--- src/hiv_pkg.sv ---
// shared constants for the host interrupt vector and register decode block
package hiv_pkg;

  // ==========================================================================
  // address map
  localparam logic [7:0] HIV_MAC_LO   = 8'h00;
  localparam logic [7:0] HIV_MAC_HI   = 8'h7f;
  localparam logic [7:0] HIV_PHY_LO   = 8'h80;
  localparam logic [7:0] HIV_PHY_HI   = 8'haf;
  localparam logic [7:0] HIV_AF_LO    = 8'hb0;
  localparam logic [7:0] HIV_AF_HI    = 8'hcf;
  localparam logic [7:0] HIV_CDR_LO   = 8'hd0;
  localparam logic [7:0] HIV_CDR_HI   = 8'hdf;
  localparam logic [7:0] HIV_RSVD_LO  = 8'he0;

  // ==========================================================================
  // registers owned by this block
  localparam logic [7:0] HIV_FEATURE_MODE_OFS = 8'h60;
  localparam logic [7:0] HIV_IRQ_VECTOR_OFS   = 8'h61;
  localparam logic [7:0] HIV_IRQ_MASK_OFS     = 8'h62;

  localparam logic [15:0] HIV_FEATURE_MODE_RST = 16'h0000;
  localparam logic [6:0]  HIV_IRQ_MASK_RST     = 7'h00;
  localparam logic [6:0]  HIV_IRQ_VECTOR_RST   = 7'h00;

  // ==========================================================================
  // feature mode register fields
  localparam int HIV_FM_DUAL_ATTACH_BIT  = 8;
  localparam int HIV_FM_VECTORED_BIT     = 10;
  localparam int HIV_FM_DUAL_RXQ_BIT     = 11;
  localparam int HIV_FM_FC_POS_LSB       = 12;
  localparam int HIV_FM_TX_ON_CMD_BIT    = 14;
  localparam int HIV_FM_LOOPBACK_BIT     = 15;

  // vector and mask: six mac status halves then the phy event register
  localparam int HIV_NUM_SRC = 7;

  // ==========================================================================
  // types
  typedef enum logic [4:0] {
    HIV_RANGE_MAC  = 5'h01,
    HIV_RANGE_PHY  = 5'h02,
    HIV_RANGE_AF   = 5'h04,
    HIV_RANGE_CDR  = 5'h08,
    HIV_RANGE_RSVD = 5'h10
  } hiv_range_t;

  typedef enum logic [1:0] {
    HIV_VIRQ_ARMED  = 2'h1,
    HIV_VIRQ_RAISED = 2'h2
  } hiv_virq_state_t;

endpackage : hiv_pkg

--- src/hiv_irq_decode.sv ---
// register address decode, feature mode register and scalar/vectored interrupt combining
`timescale 1ns/100ps

// Overview of operation
// - decode eight-bit host register address
// - 00 to 7F, except 60h to 62h, selects the mac registers
// - 80 to AF selects the phy registers
// - B0 to CF selects the address filter
// - D0 to DF selects clock recovery unit
// - E0 to FF reserved, nothing there
// - feature mode register sits at 60h
// - scalar mode drives four separate interrupt lines
// - third line: self-test done or queue two
// - scalar scheme after reset
// - mode bit 10 selects vectored, fourth line
// - vector bits 0-5 mac halves, 6 phy
// - vector and mask bits 7-15 read zero
// - vector bit counts only when mask set
// - mask register clears at reset
// - no re-raise until source register read
// - mode bit 11 enables dual receive queues
// - mode bit 14 holds first async queue
// - mode bit 15 loops tx back to rx
// - mode bits 12-13 place frame control
// - mode register resets, writable only in init/memory-active
module hiv_irq_decode #(
  parameter int NUM_SRC = hiv_pkg::HIV_NUM_SRC
) (
  input  wire logic               CLK_SYS_IN,
  input  wire logic               RESET_N_IN,
  input  wire logic [7:0]         NP_ADDR_IN,
  input  wire logic [15:0]        NP_WDATA_IN,
  input  wire logic               NP_WR_IN,
  input  wire logic               NP_RD_IN,
  input  wire logic               DEV_MODE_WRITABLE_IN,
  input  wire logic               MAC_IRQ_A_IN,
  input  wire logic               MAC_IRQ_B_IN,
  input  wire logic               BIST_DONE_IN,
  input  wire logic               RXQ2_CHANGE_IN,
  input  wire logic               PHY_IRQ_IN,
  input  wire logic [NUM_SRC-1:0] SRC_PEND_IN,
  input  wire logic [NUM_SRC-1:0] SRC_READ_IN,
  output logic [15:0]             NP_RDATA_OUT,
  output logic                    NP_RDVALID_OUT,
  output logic [7:0]              REG_ADDR_OUT,
  output logic [15:0]             REG_WDATA_OUT,
  output logic                    REG_WR_OUT,
  output logic                    REG_RD_OUT,
  output logic                    MAC_SEL_OUT,
  output logic                    PHY_SEL_OUT,
  output logic                    AF_SEL_OUT,
  output logic                    CDR_SEL_OUT,
  output logic [15:0]             FEATURE_MODE_OUT,
  output logic                    IRQ_MAC_A_OUT,
  output logic                    IRQ_MAC_B_OUT,
  output logic                    IRQ_MAC_BIST_OUT,
  output logic                    IRQ_PHY_OUT
);
  import hiv_pkg::*;

  // ==========================================================================
  // reset release
  logic       rst_n;
  logic [1:0] rst_sync_q;

  always_ff @(posedge CLK_SYS_IN or negedge RESET_N_IN) begin
    if (!RESET_N_IN) begin
      rst_sync_q <= 2'h0;
    end else begin
      rst_sync_q <= {rst_sync_q[0], 1'b1};
    end
  end
  assign rst_n = rst_sync_q[1];

  // ==========================================================================
  // address decode
  function automatic hiv_range_t range_of(input logic [7:0] a);
    if (a <= HIV_MAC_HI) begin
      return HIV_RANGE_MAC;
    end else if (a <= HIV_PHY_HI) begin
      return HIV_RANGE_PHY;
    end else if (a <= HIV_AF_HI) begin
      return HIV_RANGE_AF;
    end else if (a <= HIV_CDR_HI) begin
      return HIV_RANGE_CDR;
    end else begin
      return HIV_RANGE_RSVD;
    end
  endfunction

  function automatic logic owned(input logic [7:0] a);
    return (a == HIV_FEATURE_MODE_OFS) || (a == HIV_IRQ_VECTOR_OFS) || (a == HIV_IRQ_MASK_OFS);
  endfunction

  hiv_range_t range;
  logic       access;
  logic       own_hit;

  assign range   = range_of(NP_ADDR_IN);
  assign access  = NP_WR_IN || NP_RD_IN;
  assign own_hit = owned(NP_ADDR_IN);

  // forward accesses to the sub-block register sets, one cycle later
  always_ff @(posedge CLK_SYS_IN or negedge rst_n) begin
    if (!rst_n) begin
      REG_ADDR_OUT  <= 8'h00;
      REG_WDATA_OUT <= 16'h0000;
      REG_WR_OUT    <= 1'b0;
      REG_RD_OUT    <= 1'b0;
      MAC_SEL_OUT   <= 1'b0;
      PHY_SEL_OUT   <= 1'b0;
      AF_SEL_OUT    <= 1'b0;
      CDR_SEL_OUT   <= 1'b0;
    end else begin
      REG_ADDR_OUT  <= NP_ADDR_IN;
      REG_WDATA_OUT <= NP_WDATA_IN;
      REG_WR_OUT    <= NP_WR_IN;
      REG_RD_OUT    <= NP_RD_IN;
      MAC_SEL_OUT   <= access && !own_hit && (range == HIV_RANGE_MAC);
      PHY_SEL_OUT   <= access && (range == HIV_RANGE_PHY);
      AF_SEL_OUT    <= access && (range == HIV_RANGE_AF);
      CDR_SEL_OUT   <= access && (range == HIV_RANGE_CDR);
    end
  end

  // ==========================================================================
  // feature mode register
  logic [15:0] feature_mode_q;

  // writes outside init/memory-active are dropped silently, as the mode
  // bits steer datapaths that must not change under live traffic
  always_ff @(posedge CLK_SYS_IN or negedge rst_n) begin
    if (!rst_n) begin
      feature_mode_q <= HIV_FEATURE_MODE_RST;
    end else if (NP_WR_IN && NP_ADDR_IN == HIV_FEATURE_MODE_OFS && DEV_MODE_WRITABLE_IN) begin
      feature_mode_q <= NP_WDATA_IN;
    end
  end
  // bits 11, 14, 15, 8 and 13:12 reach their datapaths here
  assign FEATURE_MODE_OUT = feature_mode_q;

  logic vec_en;
  assign vec_en = feature_mode_q[HIV_FM_VECTORED_BIT];

  // ==========================================================================
  // vector and mask registers
  logic [NUM_SRC-1:0] vector_q;
  logic [NUM_SRC-1:0] mask_q;
  logic               any_src_read;

  assign any_src_read = |SRC_READ_IN;

  // a new pending event wins over a read in the same cycle
  always_ff @(posedge CLK_SYS_IN or negedge rst_n) begin
    if (!rst_n) begin
      vector_q <= HIV_IRQ_VECTOR_RST[NUM_SRC-1:0];
    end else begin
      vector_q <= (vector_q & ~SRC_READ_IN) | SRC_PEND_IN;
    end
  end

  always_ff @(posedge CLK_SYS_IN or negedge rst_n) begin
    if (!rst_n) begin
      mask_q <= HIV_IRQ_MASK_RST[NUM_SRC-1:0];
    end else if (NP_WR_IN && NP_ADDR_IN == HIV_IRQ_MASK_OFS) begin
      mask_q <= NP_WDATA_IN[NUM_SRC-1:0];
    end
  end

  // ==========================================================================
  // vectored interrupt
  hiv_virq_state_t virq_q;
  hiv_virq_state_t virq_d;
  logic            masked_pend;

  assign masked_pend = |(vector_q & mask_q);

  always_comb begin
    virq_d = virq_q;
    unique case (virq_q)
      HIV_VIRQ_ARMED: begin
        if (vec_en && masked_pend) begin
          virq_d = HIV_VIRQ_RAISED;
        end
      end
      HIV_VIRQ_RAISED: begin
        // stays up until a source register is read or vectored mode is switched off
        if (any_src_read || !vec_en) begin
          virq_d = HIV_VIRQ_ARMED;
        end
      end
      default: begin
        virq_d = HIV_VIRQ_ARMED;
      end
    endcase
  end

  always_ff @(posedge CLK_SYS_IN or negedge rst_n) begin
    if (!rst_n) begin
      virq_q <= HIV_VIRQ_ARMED;
    end else begin
      virq_q <= virq_d;
    end
  end

  // ==========================================================================
  // interrupt outputs: scalar lines unless vectored mode is on
  always_ff @(posedge CLK_SYS_IN or negedge rst_n) begin
    if (!rst_n) begin
      IRQ_MAC_A_OUT    <= 1'b0;
      IRQ_MAC_B_OUT    <= 1'b0;
      IRQ_MAC_BIST_OUT <= 1'b0;
      IRQ_PHY_OUT      <= 1'b0;
    end else if (vec_en) begin
      IRQ_MAC_A_OUT    <= 1'b0;
      IRQ_MAC_B_OUT    <= 1'b0;
      IRQ_MAC_BIST_OUT <= 1'b0;
      IRQ_PHY_OUT      <= (virq_d == HIV_VIRQ_RAISED);
    end else begin
      IRQ_MAC_A_OUT    <= MAC_IRQ_A_IN;
      IRQ_MAC_B_OUT    <= MAC_IRQ_B_IN;
      IRQ_MAC_BIST_OUT <= BIST_DONE_IN || RXQ2_CHANGE_IN;
      IRQ_PHY_OUT      <= PHY_IRQ_IN;
    end
  end

  // ==========================================================================
  // read answers for owned registers and the reserved range
  logic [15:0] rdata_d;

  always_comb begin
    rdata_d = 16'h0000;
    if (NP_ADDR_IN == HIV_FEATURE_MODE_OFS) begin
      rdata_d = feature_mode_q;
    end else if (NP_ADDR_IN == HIV_IRQ_VECTOR_OFS) begin
      rdata_d[NUM_SRC-1:0] = vector_q;
    end else if (NP_ADDR_IN == HIV_IRQ_MASK_OFS) begin
      rdata_d[NUM_SRC-1:0] = mask_q;
    end
  end

  // reserved addresses answer zero so the host never hangs on them
  always_ff @(posedge CLK_SYS_IN or negedge rst_n) begin
    if (!rst_n) begin
      NP_RDATA_OUT   <= 16'h0000;
      NP_RDVALID_OUT <= 1'b0;
    end else begin
      NP_RDVALID_OUT <= NP_RD_IN && (own_hit || range == HIV_RANGE_RSVD);
      NP_RDATA_OUT   <= NP_RD_IN ? rdata_d : 16'h0000;
    end
  end
endmodule // hiv_irq_decode

--- config.mk ---
export PLATFORM = sky130hd
export DESIGN_NAME = hiv_irq_decode
export DESIGN_NICKNAME = d
export VERILOG_FILES = /design/src/hiv_pkg.sv /design/src/hiv_irq_decode.sv
export SDC_FILE = /design/constraint.sdc
export NUM_CORES = 1
export LEC_CHECK = 0
export BUFFER_PORTS_ARGS = -buffer_cell sky130_fd_sc_hd__buf_2
export CAP_MARGIN = 20
export CORE_AREA = 8 8 80 110
export DETAILED_ROUTE_END_ITERATION = 8
export DIE_AREA = 0 0 88 118
export GPL_TIMING_DRIVEN = 0
export PLACE_DENSITY = 0.73
export SLEW_MARGIN = 20
export SYNTH_ARGS = -nofsm -noshare
export SYNTH_HDL_FRONTEND = slang
export SYNTH_SLANG_ARGS = --single-unit
--- constraint.sdc ---
create_clock -name CLK_SYS_IN -period 2.8 [get_ports CLK_SYS_IN]
set_input_delay 0.56 -clock CLK_SYS_IN [delete_from_list [all_inputs] [get_ports CLK_SYS_IN]]
set_output_delay 0.56 -clock CLK_SYS_IN [all_outputs]
set_load 0.03 [all_outputs]
==> results of run 1 <==
==> state kept, by name, summed over array words and instances, names as in the netlist <==
signal            count
FEATURE_MODE_OUT     16
NP_RDATA_OUT         16
REG_WDATA_OUT        16
REG_ADDR_OUT          8
mask_q                7
vector_q              7
rst_sync_q            2
virq_q                2
AF_SEL_OUT            1
CDR_SEL_OUT           1
IRQ_MAC_A_OUT         1
IRQ_MAC_BIST_OUT      1
IRQ_MAC_B_OUT         1
IRQ_PHY_OUT           1
MAC_SEL_OUT           1
NP_RDVALID_OUT        1
PHY_SEL_OUT           1
REG_RD_OUT            1
REG_WR_OUT            1
==> synthesized netlist by cell type, types with 3 or more instances <==
| cell | n |
|---|---|
| dfrtp_1 | 84 |
| inv_1 | 20 |
| mux2_2 | 13 |
| mux2_4 | 10 |
| a21oi_1 | 9 |
| and3_1 | 9 |
| nor2b_1 | 9 |
| a21o_1 | 7 |
| o221a_2 | 7 |
| nand2_1 | 5 |
| nor2_1 | 5 |
| clkbuf_1 | 4 |
| nor3_1 | 3 |
==> where the power goes <==
group | internal, mW | total, mW | switching [mW]
clock | 0.370 | 0.769 | 0.400
sequential | 1.28 | 1.32 | 0.0388
combinational | 0.0931 | 0.254 | 0.161
==> worst paths after layout <==
| path | startpoint | depth (start not counted) | endpoint | slack (ps) |
|---|---|---|---|---|
| worst max register to register | FEATURE_MODE_OUT[10] | 4 | IRQ_PHY_OUT | 890 |
| worst min-delay path | rst_sync_q[1] | 0 | mask_q[4] | 300 |
| max in group asynchronous | rst_sync_q[1] | 1 | REG_ADDR_OUT[2] | 1910 |
| worst max-delay path | NP_ADDR_IN[4] | 6 | FEATURE_MODE_OUT[4] | 720 |
| min in group CLK_SYS_IN | NP_WDATA_IN[11] | 1 | REG_WDATA_OUT[11] | 330 |
| worst min register to register | rst_sync_q[1] | 0 | mask_q[4] | 300 |
==> cell families (layout without fill, tap and decap cells) <==
| group | Yosys count | count (layout) | share of synthesized area |
|---|---|---|---|
| flip-flops | 85 | 85 | 0.687 |
| AND/OR/NAND/NOR | 42 | 42 | 0.0908 |
| AO/OA/AOI/OAI | 34 | 34 | 0.0836 |
| buffers and inverters | 26 | 158 | 0.0339 |
| multiplexers | 23 | 23 | 0.0957 |
| adder cells (fa/ha/maj) | 2 | 2 | 0.00807 |
| other | 1 | 1 | 0.00121 |
==> per-layer routing <==
metal / share of wire / vias to the layer above / track usage / routed length, um
met3: 0.071 / 7 / 0.0524 / 498
met4: 0.014 / 0 / 0.0638 / 102
li1: - / 988 / - / -
met2: 0.52 / 75 / 0.241 / 3630
met1: 0.40 / 977 / 0.162 / 2820
met5: 0 / - / 0 / 0
==> final cells by class <==
type | instances | share of cell area
buffer | 6 | 0.00751
clock buffer | 14 | 0.0407
clock inverter | 2 | 0.00250
inverter | 20 | 0.0188
multi-input combinational | 102 | 0.217
sequential | 85 | 0.533
tap | 97 | 0.0304
timing repair buffer | 116 | 0.150
==> worst register-to-register path: stages, from the launching register on <==
cell      delay [ps]
dfrtp_1          470
or4b_2           630
nor3_1           240
o221ai_1         190
o31ai_1          280
==> timing repair <==
action                                 CTS  global route
hold buffers                             1             0
setup endpoints to repair                0             0
endpoints found under the hold margin    2             0
setup buffers                            0             0
==> flow_summary.json, run 1 <==
{
  "ys_seq_area_frac": 0.687,
  "yosysWarningCount": 0,
  "run_status": "finished clean",
  "die_h_um": 118,
  "area.sequential_um2": 2130,
  "cp_cell_sequence": "buf_2, nor4_2, nor4b_4, nand3_4, buf_6, mux2_4",
  "initial_core_util": 0.432,
  "path_clk_slew_ps": 80,
  "slew_headroom": 0.563,
  "synthTopCellsByArea": "dfrtp_1, mux2_4, mux2_2",
  "endpoint_kind": "flip-flop",
  "syn-num-nets": 263,
  "drv_cap": 0,
  "syn_area_um2": 3100,
  "drv_slew": 0,
  "setup_viol": 0,
  "track_usage": 0.146,
  "stdcell_area_um2": 4000,
  "antenna_cells": 0,
  "fillCellCount": 626,
  "cts_inserted_buffers": 9,
  "grt_pass1_wl_mm": 11.5,
  "clkSinkCount": 85,
  "grt_overflow": 0,
  "period_needed_ps": 2080,
  "async_flop_share": 1.00,
  "rows": 37,
  "min_path_type": "flip-flop to async pin",
  "cts_tree": "yes",
  "power.density_nw_per_um2": 587,
  "slowest_stage": "nor4b_4",
  "post-synth-top-area-cell": "dfrtp_1",
  "ys_types": 37,
  "critPathRequiredTime_ps": 3030,
  "cp_slowest_stage_delay_ps": 540,
  "synth.top_cell.area_share": 0.678,
  "drive_gt1_frac": 0.484,
  "mostFrequentLayoutCell": "buf_2",
  "rsz0062_at_grt": "false",
  "syn2layout_area_growth_pct": 29.0,
  "tightestPinTransition_ps": 652,
  "hold_viol_final": 0,
  "ios": 115,
  "critPathKind": "input pin to flip-flop",
  "clk_latency_ps": 340,
  "h-tree-depth": 3,
  "coreArea_um2": 7180,
  "ys.flop_type": "dfrtp_1",
  "die-area_um2": 10400,
  "clk_path_buf_depth": 2,
  "gp_congestion": 0.716,
  "syn_inst": 213,
  "dp_hpwl_mm": 5.39,
  "grt_max_degree": 46,
  "timing.final.crit_share": 0.742,
  "dp.cells": 425,
  "drt_first_pass_iters": 4,
  "routed_wl_mm": 7.05,
  "wire_per_inst_um": 16.0,
  "grt_pass1_vias": 2304,
  "ys_ff_latch": 85,
  "nets": 390,
  "placed_cell_area_um2": 3810,
  "synth-edff-count": 0,
  "drt_iter0_drc": 58,
  "critPathMaxFanout": 10,
  "setup_slack_ps": 722,
  "tns_ps": 0,
  "fmax_mhz": 481,
  "via_per_inst": 4.63,
  "synth_area_per_cell_um2": 14.6,
  "dp_slack_ps": 308,
  "path_buf_inv": 2,
  "whs_ps": 295,
  "root_buffer": "clkbuf_8",
  "drc_errors": 0,
  "die_x_um": 88,
  "multi_input_area_um2": 866,
  "final_cell_mix": "buf_2, dfrtp_1, inv_1",
  "port_buffers": 114,
  "fin_total_pwr_mw": 2.35,
  "critPathArrivalTime_ps": 2310,
  "start_kind": "input pin",
  "cpLargestDelayFamily": "simple AND/OR/NAND/NOR gates",
  "post_cts_resized": 0,
  "antenna_found_initial": 0,
  "stdcell_count": 442,
  "final_core_util": 0.557,
  "leakage_nw": 2.16,
  "final.setup_skew_ps": 6.44,
  "ant_nets": 0,
  "vdd_drop_max_uv": 371,
  "vias": 2047
}
Note: power is estimated with default switching activity, not from simulation.
==> run 2: changes to the inputs <==
--- a/config.mk
+++ b/config.mk
@@ -5,13 +5,14 @@
 export SDC_FILE = /design/constraint.sdc
 export NUM_CORES = 1
 export LEC_CHECK = 0
+export ABC_AREA = 1
 export BUFFER_PORTS_ARGS = -buffer_cell sky130_fd_sc_hd__buf_2
 export CAP_MARGIN = 20
-export CORE_AREA = 8 8 80 110
+export CORE_AREA = 8 8 82 113
 export DETAILED_ROUTE_END_ITERATION = 8
-export DIE_AREA = 0 0 88 118
+export DIE_AREA = 0 0 90 121
 export GPL_TIMING_DRIVEN = 0
-export PLACE_DENSITY = 0.73
+export PLACE_DENSITY = 0.74
 export SLEW_MARGIN = 20
 export SYNTH_ARGS = -nofsm -noshare
 export SYNTH_HDL_FRONTEND = slang
==> constraint.sdc (replaced) <==
create_clock -name CLK_SYS_IN -period 1.8 [get_ports CLK_SYS_IN]
set_input_delay 0.36 -clock CLK_SYS_IN [delete_from_list [all_inputs] [get_ports CLK_SYS_IN]]
set_output_delay 0.36 -clock CLK_SYS_IN [all_outputs]
set_load 0.03 [all_outputs]
==> run 2 against run 1 <==
Net effect:
- combinational power increased by 74%
- area after synthesis increased by 4.5%
- critical path depth increased by 2
- cell count increased by 24%
- count of clock-buffer cells in the layout decreased by 2
- setup slack got worse by 430 ps
- clock skew increased by 2.6 ps
- non-clock buffer count increased by 2
==> flow_summary.json, run 2 <==
{
  "run_status": "finished clean",
  "synth-edff-count": 0,
  "ys.flop_type": "dfrtp_1",
  "via_per_inst": 4.51,
  "clk_latency_ps": 350,
  "root_buffer": "clkbuf_8",
  "cp_cell_sequence": "buf_2, inv_1, nand4_1, nor3_4, nand4_4, buf_2, nand2_1, o21ai_2",
  "postCtsHoldBufs": 1,
  "ys_seq_area_frac": 0.657,
  "critPathArrivalTime_ps": 1750,
  "reg2reg_slack_ps": 310,
  "timing.final.crit_share": 0.840,
  "h-tree-depth": 3,
  "grt_pass1_vias": 2687,
  "vdd_drop_max_uv": 512,
  "critPathRequiredTime_ps": 2040,
  "path_clk_slew_ps": 90,
  "grt_max_degree": 61,
  "endpoint_kind": "flip-flop",
  "drive_gt1_frac": 0.345,
  "grt_pass1_wl_mm": 12.6,
  "critPathMaxFanout": 10,
  "vias": 2475,
  "mostFrequentLayoutCell": "buf_2",
  "antenna_found_initial": 1,
  "syn_inst": 317,
  "routed_wl_mm": 7.68,
  "fmax_mhz": 662,
  "grt_overflow": 0,
  "yosysWarningCount": 0,
  "die_h_um": 121,
  "antenna_cells": 0,
  "critPathKind": "input pin to flip-flop",
  "path_common_cell": "buf_2",
  "post-cts-setup-buffers": 0,
  "cts_tree": "yes",
  "final.setup_skew_ps": 9.01,
  "fillCellCount": 720,
  "syn2layout_area_growth_pct": 29.0,
  "rsz0062_at_grt": "false",
  "track_usage": 0.147,
  "die_x_um": 90,
  "min_path_type": "input pin to flip-flop",
  "port_buffers": 114,
  "final_core_util": 0.549,
  "power.density_nw_per_um2": 919,
  "placed_cell_area_um2": 3970,
  "slew_headroom": 0.668,
  "post_cts_resized": 0,
  "synth_area_per_cell_um2": 10.2,
  "ant_nets": 0,
  "start_kind": "input pin",
  "drt_first_pass_iters": 4,
  "stdcell_area_um2": 4180,
  "clkSinkCount": 85,
  "async_flop_share": 1.00,
  "tightestPinTransition_ps": 497,
  "initial_core_util": 0.426,
  "drt_iter0_drc": 98,
  "rows": 38,
  "synth.top_cell.area_share": 0.649,
  "cts_inserted_buffers": 9,
  "slowest_stage": "nor3_4",
  "coreArea_um2": 7610,
  "drv_cap": 0,
  "wire_per_inst_um": 14.0,
  "gp_congestion": 0.806,
  "ys_ff_latch": 85,
  "ios": 115,
  "whs_ps": 123,
  "nets": 494,
  "syn-num-nets": 367,
  "ys_types": 28,
  "tns_ps": 0,
  "synth.top_cells.by_count": "dfrtp_1, nand2_1, inv_1",
  "cp_slowest_stage_delay_ps": 420,
  "yosysMostFrequentCell": "dfrtp_1",
  "period_needed_ps": 1510,
  "synthTopCellsByArea": "dfrtp_1, nand2_1, inv_1",
  "setup_viol": 0,
  "syn_area_um2": 3240,
  "post-synth-top-area-cell": "dfrtp_1",
  "final_cell_mix": "buf_2, dfrtp_1, nand2_1",
  "hold_viol_final": 0,
  "die-area_um2": 10900,
  "clk_path_buf_depth": 2,
  "drc_errors": 0,
  "dp_hpwl_mm": 6.01,
  "drv_slew": 0,
  "leakage_nw": 2.38
}
==> run 2: kinds of logic (layout without fill, tap and decap cells) <==
| family | Yosys count | in the layout | share of synthesized area |
|---|---|---|---|
| other cells | 1 | 1 | 0.00116 |
| fa+ha+maj | 2 | 2 | 0.00773 |
| buf+inv | 64 | 196 | 0.0815 |
| simple gates | 130 | 130 | 0.181 |
| compound gates | 35 | 35 | 0.0711 |
| flops | 85 | 85 | 0.657 |
==> run 2: final cells by class <==
cell class / instances / area [um2] / share of cell area
buffer: 8 / 53.8 / 0.0129
clock buffer: 12 / 145 / 0.0348
clock inverter: 4 / 56.3 / 0.0135
inverter: 56 / 210 / 0.0503
multi-input combinational: 168 / 846 / 0.203
sequential: 85 / 2130 / 0.510
tap: 100 / 125 / 0.0300
timing repair buffer: 116 / 608 / 0.146
==> run 2: metrics by stage <==
stage,setup slack [ps],cells,power (mW)
2_1_floorplan,312,317,2.35
3_3_place_gp,-68.6,531,2.51
3_5_place_dp,-85.6,532,2.54
4_1_cts,266,549,3.89
5_1_grt,114,549,4.02
6_report,289,549,3.84
==> run 2: final timing paths <==
kind                                      start                   to  cells after the start
max in group asynchronous         rst_sync_q[1]  FEATURE_MODE_OUT[6]                      1
hold / removal                   NP_WDATA_IN[8]     REG_WDATA_OUT[8]                      1
hold reg to reg                   rst_sync_q[1]      NP_RDATA_OUT[7]                      0
setup / recovery                  NP_ADDR_IN[4]  FEATURE_MODE_OUT[5]                      8
min in group asynchronous         rst_sync_q[1]      NP_RDATA_OUT[7]                      0
setup reg to reg           FEATURE_MODE_OUT[10]          IRQ_PHY_OUT                      9
==> run 2: power breakdown <==
part | internal (mW) | switching (mW) | leakage, nW
Clock | 0.691 | 0.656 | 0.101
Sequential | 2.00 | 0.0532 | 1.08
Combinational | 0.144 | 0.298 | 1.20
==> run 2: worst max-delay path: cells and delay by family <==
kind            cells  cell delay, ps
compound gates      1              50
buf+inv             3             450
simple gates        4             880
==> run 2: layer usage <==
metal,up-vias,GRT usage,wire [um]
li1,1225,-,-
met1,1150,0.141,2860
met2,82,0.266,4030
met3,16,0.0489,537
met4,2,0.0951,239
met5,-,0,8
